$ cat src/edge_unit_pkg.sv
// constants of the edge timing control block: offsets, field positions,
// reset values and masks; assumes a 32-bit apb data path
package edge_unit_pkg;

  // ----------------------------------------------------------------
  // bus geometry
  // ----------------------------------------------------------------
  localparam int APB_ADDR_W = 12;
  localparam int APB_DATA_W = 32;

  // ----------------------------------------------------------------
  // byte offsets
  // ----------------------------------------------------------------
  localparam logic [11:0] OFF_CTL = 12'h000; // control word
  localparam logic [11:0] OFF_CLR = 12'h004; // clear alias
  localparam logic [11:0] OFF_SET = 12'h008; // set alias
  localparam logic [11:0] OFF_INV = 12'h00C; // invert alias
  localparam logic [11:0] OFF_IST = 12'h010; // interrupt status, write one to clear
  localparam logic [11:0] OFF_IMSK = 12'h014; // interrupt mask

  // ----------------------------------------------------------------
  // control word fields
  // ----------------------------------------------------------------
  localparam int BIT_E1_STYLE = 31;
  localparam int BIT_E1_POL = 30;
  localparam int SEL1_HI = 29;
  localparam int SEL1_LO = 26;
  localparam int BIT_E2_STAT = 25;
  localparam int BIT_E1_STAT = 24;
  localparam int BIT_E2_STYLE = 23;
  localparam int BIT_E2_POL = 22;
  localparam int SEL2_HI = 21;
  localparam int SEL2_LO = 18;
  localparam int BIT_ON = 15;
  localparam int BIT_IDLE = 13;
  localparam int BIT_DLY = 12;
  localparam int BIT_PASS = 11;
  localparam int BIT_SEQ = 10;
  localparam int BIT_SINK = 9;
  localparam int BIT_TRIG = 8;
  localparam int TRIM_HI = 7;
  localparam int TRIM_LO = 2;
  localparam int RNG_HI = 1;
  localparam int RNG_LO = 0;

  // implemented bits: 17,16 and 14 stay zero
  localparam logic [31:0] CTL_IMPL_MASK = 32'hFFFCBFFF;
  localparam logic [31:0] CTL_STAT_MASK = 32'h03000000;
  localparam logic [31:0] CTL_RESET = 32'h00000000;

  // ----------------------------------------------------------------
  // interrupt status layout
  // ----------------------------------------------------------------
  localparam int IRQ_E1 = 0;
  localparam int IRQ_E2 = 1;
  localparam logic [1:0] IRQ_RESET = 2'h0;

  // number of selectable sources per edge input
  localparam int NUM_SRC = 16;

endpackage : edge_unit_pkg

$ cat src/edge_chan_if.sv
// one edge input channel between the control block and its detector;
// assumes both ends share the block clock
`timescale 1ns/1ps
`default_nettype none
interface edge_chan_if;
  logic [15:0] sources; // candidate source levels, index = select code
  logic [3:0] select; // source select code
  logic polarity; // 1 rising/high, 0 falling/low
  logic sense_style; // 1 edge, 0 level
  logic pass; // edges let through
  logic hit; // qualified event this cycle
  modport ctl (output sources, select, polarity, sense_style, pass, input hit);
  modport det (input sources, select, polarity, sense_style, pass, output hit);
endinterface : edge_chan_if
`default_nettype wire

$ cat src/edge_detect.sv
// source selector and edge/level sensing for one edge input;
// assumes synchronous source levels and an asynchronous active-low reset
`timescale 1ns/1ps
`default_nettype none
module edge_detect
  import edge_unit_pkg::*;
(
  input wire logic clk,
  input wire logic rst_n,
  edge_chan_if.det ch
);

  // ----------------------------------------------------------------
  // selection and sensing
  // ----------------------------------------------------------------
  logic level; // chosen source
  logic prev_q; // chosen source one cycle ago
  logic rise;
  logic fall;
  logic raw;

  assign level = ch.sources[ch.select];
  assign rise = level & ~prev_q;
  assign fall = ~level & prev_q;
  // a change of select can look like an edge once; software should
  // program the selector before enabling edges
  assign raw = ch.sense_style ? (ch.polarity ? rise : fall)
                              : (level == ch.polarity);
  assign ch.hit = ch.pass & raw;

  // history of the chosen source
  always_ff @(posedge clk or negedge rst_n)
  begin
    if (!rst_n)
      prev_q <= 1'b0;
    else
      prev_q <= level;
  end
endmodule : edge_detect
`default_nettype wire

$ cat src/edge_unit_control.sv
// control register bank of the edge timing unit with apb access,
// clear/set/invert aliases, edge status capture and an interrupt;
// assumes one 125 MHz clock and synchronous source inputs
//
// Notes on behaviour
// - clear, set, invert aliases at +4,+8,+C
// - unimplemented bits read zero, ignore writes
// - bit 31: edge1 edge or level sensing
// - bit 30: edge1 rising or falling polarity
// - bits 29..26 select edge1 source
// - codes F..D comparators, C..A captures
// - codes 9..4 pins 8..3, 3 pin1, 2 pin2
// - code 1 routes compare unit 1
// - code 0 routes timer1 event
// - upper half edge2 fields and statuses
// - lower half enable, trim, range fields
// - edge1 status set on edge, writable
// - edge enable zero blocks all edges
// - module enable turns unit on/off
//
// Decided for this implementation: the APB slave port and the address map.
`timescale 1ns/1ps
`default_nettype none
module edge_unit_control
  import edge_unit_pkg::*;
(
  input wire logic ref_clk,
  input wire logic arst_n,
  // apb slave
  input wire logic psel,
  input wire logic penable,
  input wire logic pwrite,
  input wire logic [edge_unit_pkg::APB_ADDR_W-1:0] paddr,
  input wire logic [edge_unit_pkg::APB_DATA_W-1:0] pwdata,
  output logic [edge_unit_pkg::APB_DATA_W-1:0] prdata,
  output logic pready,
  output logic pslverr,
  // edge sources and idle mode input
  input wire logic [2:0] comparator_outputs,
  input wire logic [2:0] capture_events,
  input wire logic [7:0] edge_pins,
  input wire logic compare1_event,
  input wire logic timer1_event,
  input wire logic [15:0] edge2_sources,
  input wire logic idle_mode,
  // configuration and status outputs
  output logic module_enable,
  output logic unit_active,
  output logic idle_stop,
  output logic delay_generation_enable,
  output logic current_sink_ground,
  output logic trigger_output_enable,
  output logic [5:0] current_trim,
  output logic [1:0] current_range,
  output logic edge1_occurred,
  output logic edge2_occurred,
  output logic irq
);

  // ----------------------------------------------------------------
  // reset release
  // ----------------------------------------------------------------
  logic rst_meta_q; // first stage, read only by the second
  logic rst_n; // released reset used by the whole block

  // asserts at once, releases after two edges
  always_ff @(posedge ref_clk or negedge arst_n)
  begin
    if (!arst_n)
    begin
      rst_meta_q <= 1'b0;
      rst_n <= 1'b0;
    end
    else
    begin
      rst_meta_q <= 1'b1;
      rst_n <= rst_meta_q;
    end
  end

  // ----------------------------------------------------------------
  // state
  // ----------------------------------------------------------------
  logic [31:0] ctl_q; // control word
  logic [31:0] ctl_d;
  logic [1:0] ist_q; // sticky interrupt status
  logic [1:0] ist_d;
  logic [1:0] imsk_q; // interrupt mask
  logic [31:0] rdata_q; // read data held through access phase

  // ----------------------------------------------------------------
  // apb decode
  // ----------------------------------------------------------------
  wire logic sel_ctl = (paddr == OFF_CTL);
  wire logic sel_clr = (paddr == OFF_CLR);
  wire logic sel_set = (paddr == OFF_SET);
  wire logic sel_inv = (paddr == OFF_INV);
  wire logic sel_ist = (paddr == OFF_IST);
  wire logic sel_imsk = (paddr == OFF_IMSK);
  wire logic sel_any_ctl = sel_ctl | sel_clr | sel_set | sel_inv;
  wire logic mapped = sel_any_ctl | sel_ist | sel_imsk;
  wire logic setup_rd = psel & ~penable & ~pwrite;
  wire logic access = psel & penable;
  wire logic wr_en = access & pwrite & mapped;
  wire logic wr_ctl = wr_en & sel_any_ctl;

  // zero wait state: every access phase completes at once
  assign pready = access;
  // unmapped addresses complete with an error and change nothing
  assign pslverr = access & ~mapped;
  assign prdata = rdata_q;

  // ----------------------------------------------------------------
  // software view of the next control word
  // ----------------------------------------------------------------
  logic [31:0] alias_val; // value produced by the addressed alias
  logic [31:0] ctl_sw; // control word after software only

  // plain write replaces; aliases act only on one bits
  assign alias_val = sel_clr ? (ctl_q & ~pwdata) :
                     sel_set ? (ctl_q | pwdata) :
                     sel_inv ? (ctl_q ^ pwdata) : pwdata;
  // unimplemented positions never store anything
  assign ctl_sw = wr_ctl ? (alias_val & CTL_IMPL_MASK) : ctl_q;

  // ----------------------------------------------------------------
  // field views
  // ----------------------------------------------------------------
  wire logic e1_style = ctl_q[BIT_E1_STYLE];
  wire logic e1_pol = ctl_q[BIT_E1_POL];
  wire logic [3:0] e1_sel = ctl_q[SEL1_HI:SEL1_LO];
  wire logic e2_style = ctl_q[BIT_E2_STYLE];
  wire logic e2_pol = ctl_q[BIT_E2_POL];
  wire logic [3:0] e2_sel = ctl_q[SEL2_HI:SEL2_LO];
  wire logic pass_en = ctl_q[BIT_PASS];
  wire logic seq_en = ctl_q[BIT_SEQ];

  // unit runs when on and not parked by idle
  wire logic active = ctl_q[BIT_ON] & ~(ctl_q[BIT_IDLE] & idle_mode);

  // ----------------------------------------------------------------
  // edge source vectors, index is the select code
  // ----------------------------------------------------------------
  logic [15:0] e1_sources;
  assign e1_sources = {comparator_outputs[2], comparator_outputs[1],
                       comparator_outputs[0],
                       capture_events[2], capture_events[1], capture_events[0],
                       edge_pins[7:2],
                       edge_pins[0], edge_pins[1],
                       compare1_event,
                       timer1_event};

  // ----------------------------------------------------------------
  // detectors
  // ----------------------------------------------------------------
  logic [1:0] hit; // per channel qualified event
  logic [1:0][15:0] ch_src;
  logic [1:0][3:0] ch_sel;
  logic [1:0] ch_pol;
  logic [1:0] ch_style;

  assign ch_src[0] = e1_sources;
  assign ch_src[1] = edge2_sources;
  assign ch_sel[0] = e1_sel;
  assign ch_sel[1] = e2_sel;
  assign ch_pol[0] = e1_pol;
  assign ch_pol[1] = e2_pol;
  assign ch_style[0] = e1_style;
  assign ch_style[1] = e2_style;

  for (genvar i = 0; i < 2; i++)
  begin : g_chan
    edge_chan_if chan ();
    assign chan.sources = ch_src[i];
    assign chan.select = ch_sel[i];
    assign chan.polarity = ch_pol[i];
    assign chan.sense_style = ch_style[i];
    assign chan.pass = pass_en;
    assign hit[i] = chan.hit;
    edge_detect u_det (
      .clk(ref_clk),
      .rst_n(rst_n),
      .ch(chan)
    );
  end

  // ----------------------------------------------------------------
  // hardware status setting
  // ----------------------------------------------------------------
  logic set_e1;
  logic set_e2;

  assign set_e1 = active & hit[0];
  // with sequencing, edge2 counts only after edge1 was seen
  assign set_e2 = active & hit[1] & (~seq_en | ctl_q[BIT_E1_STAT]);

  // hardware set wins over a software clear in the same cycle
  assign ctl_d = ctl_sw | ({32{set_e1}} & (32'h1 << BIT_E1_STAT))
                        | ({32{set_e2}} & (32'h1 << BIT_E2_STAT));

  // ----------------------------------------------------------------
  // interrupt status and mask
  // ----------------------------------------------------------------
  logic [1:0] ist_clr; // write-one-to-clear pattern
  logic [1:0] ev; // new events
  assign ist_clr = (wr_en & sel_ist) ? pwdata[1:0] : 2'h0;
  assign ev = {set_e2, set_e1};
  assign ist_d = (ist_q & ~ist_clr) | ev;

  // ----------------------------------------------------------------
  // read mux
  // ----------------------------------------------------------------
  logic [31:0] rd_val;
  assign rd_val = sel_any_ctl ? ctl_q :
                  sel_ist ? {30'h0, ist_q} :
                  sel_imsk ? {30'h0, imsk_q} : 32'h00000000;

  // control word storage
  always_ff @(posedge ref_clk or negedge rst_n)
  begin
    if (!rst_n)
      ctl_q <= CTL_RESET;
    else
      ctl_q <= ctl_d;
  end

  // interrupt registers
  always_ff @(posedge ref_clk or negedge rst_n)
  begin
    if (!rst_n)
    begin
      ist_q <= IRQ_RESET;
      imsk_q <= IRQ_RESET;
    end
    else
    begin
      ist_q <= ist_d;
      if (wr_en && sel_imsk)
        imsk_q <= pwdata[1:0];
    end
  end

  // read data captured in the setup phase, stable through access
  always_ff @(posedge ref_clk or negedge rst_n)
  begin
    if (!rst_n)
      rdata_q <= 32'h00000000;
    else if (setup_rd)
      rdata_q <= rd_val;
  end

  // ----------------------------------------------------------------
  // outputs
  // ----------------------------------------------------------------
  assign module_enable = ctl_q[BIT_ON];
  assign unit_active = active;
  assign idle_stop = ctl_q[BIT_IDLE];
  assign delay_generation_enable = ctl_q[BIT_DLY];
  assign current_sink_ground = ctl_q[BIT_SINK];
  assign trigger_output_enable = ctl_q[BIT_TRIG];
  assign current_trim = ctl_q[TRIM_HI:TRIM_LO];
  assign current_range = ctl_q[RNG_HI:RNG_LO];
  assign edge1_occurred = ctl_q[BIT_E1_STAT];
  assign edge2_occurred = ctl_q[BIT_E2_STAT];
  // level output while any unmasked status bit stands
  assign irq = |(ist_q & imsk_q);
endmodule : edge_unit_control
`default_nettype wire

$ cat config.mk
export PLATFORM = sky130hd
export DESIGN_NAME = edge_unit_control
export DESIGN_NICKNAME = d
export VERILOG_FILES = /design/src/edge_unit_pkg.sv /design/src/edge_chan_if.sv /design/src/edge_detect.sv /design/src/edge_unit_control.sv
export SDC_FILE = /design/constraint.sdc
export NUM_CORES = 1
export LEC_CHECK = 0
export BUFFER_PORTS_ARGS = -buffer_cell sky130_fd_sc_hd__buf_2
export CORE_MARGIN = 1.5
export CORE_UTILIZATION = 58
export DETAILED_ROUTE_END_ITERATION = 16
export MAX_ROUTING_LAYER = met4
export PLACE_DENSITY = 0.92
export SYNTH_ARGS = -nofsm -noshare
export SYNTH_HDL_FRONTEND = slang
export SYNTH_SLANG_ARGS = --single-unit
$ cat constraint.sdc
create_clock -name ref_clk -period 5.6 [get_ports ref_clk]
set_input_delay 0.28 -clock ref_clk [delete_from_list [all_inputs] [get_ports ref_clk]]
set_output_delay 0.28 -clock ref_clk [all_outputs]
set_load 0.03 [all_outputs]
==> impl_metrics.yaml <==
status:
  outcome: "finished, final reports clean"
timing:
  setup_tns_ns: 0
  finClkSkew_ns: 0.01248
  finalCriticalPeriod_ns: 2.560
  finalMaxSlewViolations: 0
  fin_ws_ns: 3.040
  hold_viol_final: 0
  fin_crit_sh_pct: 45.71
  rsz0062_at_grt: "false"
  fmax_mhz: 390.7
  tightest_slew_ns: 1.163
  max_slew_margin_pct: 22.21
  finalSetupViolCount: 0
  hold_ws_ns: 0.2282
setup_path:
  crit_buf_inv: 2
  critPathCaptureType: "flop"
  critical_path.cell_chain: "buf_2 > nor4b_1 > nand4b_1 > buf_4 > o21ai_0 > o22ai_1"
  cp_max_fo: 64
  cp.arrival_ns: 2.78
  r2r_setup_slack_ns: 3.34
  cp.required_ns: 5.82
  startpoint_type: "input pin"
  cp_top_family: "buffers and inverters"
  reg2reg_from: "ctl_q[19]$_DFFE_PN0N_"
  r2r_end: "ctl_q[25]$_DFF_PN0_"
  ff2ff_path_depth: 4
  criticalPathCategory: "input pin to flop"
  crit_path_max_incr_delay_ns: 0.77
  cpMaxStageDelayCell: "buf_2"
cts:
  path_clk_slew_ns: 0.07
  postCtsSetupBuffers: 0
  insertion_delay_ns: 0.35
  clockBufferDepth: 2
  htreeDepth: 3
  cts_buffers: 9
  cts_root_buf: "clkbuf_8"
  tritoncts: "yes"
  clkSinkCount: 66
detailed_routing:
  drtPass1Iterations: 5
  vias: 5028
  drt_first_iter_violations: 576
  drc: 0
  postRouteAntennaNets: 0
  routedWlPerCell_um: 17.90
  vias_per_cell: 6.301
  finalWirelength_um: 14280
placed_design:
  dp_cells: 781
  hpwl_um: 9796
  postPlaceCellArea_um2: 5673
  dpl_worst_slack_ns: 2.781
  gp_congestion: 0.8787
  portBuffers: 126
min_path:
  min_from: "pwdata[1]"
  worstHoldPathType: "input pin to flop"
  min_to: "imsk_q[1]$_DFFE_PN0P_"
  hold_depth: 2
power:
  power_leakage_nw: 3.098
  total_power_mw: 1.063
  p_int_mw: 0.7624
  power.density_nw_per_um2: 180.5
  power_frac_seq_pct: 45.8
  ir_drop_uv: 96.24
  p_sw_mw: 0.3001
  clock_power_share_pct: 39.2
  power_frac_comb_pct: 15.0
  swShare_pct: 28.24
synthesis:
  yosysWarnings: 0
  syn_inst: 595
  synth_area_per_cell_um2: 8.498
  yosysMostFrequentCell: "nand2_1"
  ys_types: 51
  synth_top_cell_by_area: "dfrtp_1"
  synth-edff-count: 0
  yosysSeqAreaShare_pct: 32.67
  yosysTopAreaCellShare_pct: 32.67
  synthTopCellsByCount: "79 x nand2_1, 66 x dfrtp_1, 58 x ha_1, 58 x inv_1, 49 x a21oi_1"
  ys_top_cells_by_area: "dfrtp_1 33%, ha_1 14%, nand2_1 5.9%, a21oi_1 4.9%, mux4_2 4.5%"
  syn_area_um2: 5056
  synth-seq-cells: 66
  synthArstFlopShare_pct: 100.0
  ys.flop_type: "dfrtp_1"
global_route:
  grt.total_usage_pct: 33.14
  grt_max_degree: 65
  grt_pass1_vias: 4852
  grt_overflow: 0
  grt_pass1_wl_um: 22980
  antenna_found_initial: 0
cells_and_area:
  fin_area_um2: 5886
  fin_cells: 798
  syn_to_final_growth_pct: 16.41
  num-fill-cells: 663
  diodes: 0
  post-route-util_pct: 70.57
  drive_above_1_share_pct: 28.43
  nets: 828
run:
  drv_cap: 0
floorplanning:
  dieHeight_um: 96.37
  coreArea_um2: 8341
  die_x_um: 96.37
  rows: 33
  io_pins: 133
  start_util_pct: 60.62
  dieArea_um2: 9286
logic make-up (layout without fill, tap and decap cells):
| family | after synthesis | count (layout) | share of synthesized area (%) |
|---|---|---|---|
| AO/OA/AOI/OAI | 151 | 151 | 18.91 |
| XOR/XNOR | 4 | 4 | 0.6930 |
| adder cells (fa/ha/maj) | 58 | 58 | 14.35 |
| buffers and inverters | 115 | 211 | 9.676 |
| flip-flops | 66 | 66 | 32.67 |
| multiplexers | 16 | 16 | 5.741 |
| other | 2 | 4 | 0.1485 |
| AND/OR/NAND/NOR | 183 | 183 | 17.82 |
final cells by class:
class / instances / area, um^2 / area share [%]
Multi-Input combinational cell: 416 / 2965 / 50.38
Clock buffer: 10 / 137.6 / 2.338
Clock inverter: 6 / 65.06 / 1.105
Inverter: 58 / 217.7 / 3.699
Timing Repair Buffer: 137 / 715.7 / 12.16
Sequential cell: 66 / 1653 / 28.08
Tap cell: 105 / 131.4 / 2.232
metal layers:
metal  wire [um]  part of all wire, %  up-vias  global-route usage, %
met2        6639                   46      364                  52.11
met1        5706                   40     2365                  42.96
met5           0                    0        -                      -
met4         351                  2.5        0                  13.89
met3        1585                   11       45                  4.739
li1            -                    -     2254                      -
worst max-delay path by stage:
stage,startpoint,endpoint,slack (ns),depth (start not counted)
CTS,paddr[2],ctl_q[23]$_DFFE_PN0N_,3.13,6
global route,paddr[2],ctl_q[23]$_DFFE_PN0N_,2.77,6
floorplan,ctl_q[19]$_DFFE_PN0N_,ctl_q[25]$_DFF_PN0_,3.52,5
global placement,paddr[2],ctl_q[13]$_DFFE_PN0N_,2.96,6
finish,paddr[2],ctl_q[23]$_DFFE_PN0N_,3.04,6
detailed placement,paddr[2],ctl_q[23]$_DFFE_PN0N_,2.78,6
repair_timing:
item	4_1_cts	5_1_grt
resized for setup	0	0
hold buffers	1	0
endpoints found under the hold margin	2	0
power by group through the flow:
stage               logic [mW]  registers, mW  clock network [mW]
floorplan               0.0848          0.506                   0
global placement         0.145          0.496                   0
detailed placement       0.155          0.496                   0
CTS                      0.157          0.487               0.418
global route             0.175          0.488               0.437
finish                   0.159          0.487               0.417
state kept, by name (all words and copies together) (netlist names):
signal	cells
rst_n	1
rst_meta_q	1
imsk_q	2
g_chan.u_det.prev_q	2
ctl_q	29
ist_q	2
prdata	29
cell usage in the layout (no fill, tap or decap), types with 3 or more instances in the layout:
cell	instances
o211a_1	6
nor4_4	3
o21ai_0	28
buf_2	126
mux4_2	10
xnor2_1	3
nor2_1	31
a2111oi_0	21
a21oi_1	49
or2_2	22
clkbuf_8	10
nand2_1	79
dfrtp_1	65
nand4b_1	3
inv_1	58
conb_1	4
o31ai_1	6
buf_4	10
ha_1	58
nand3_1	28
o22ai_1	6
a31oi_1	23
Power figures use the tool's default switching activity.
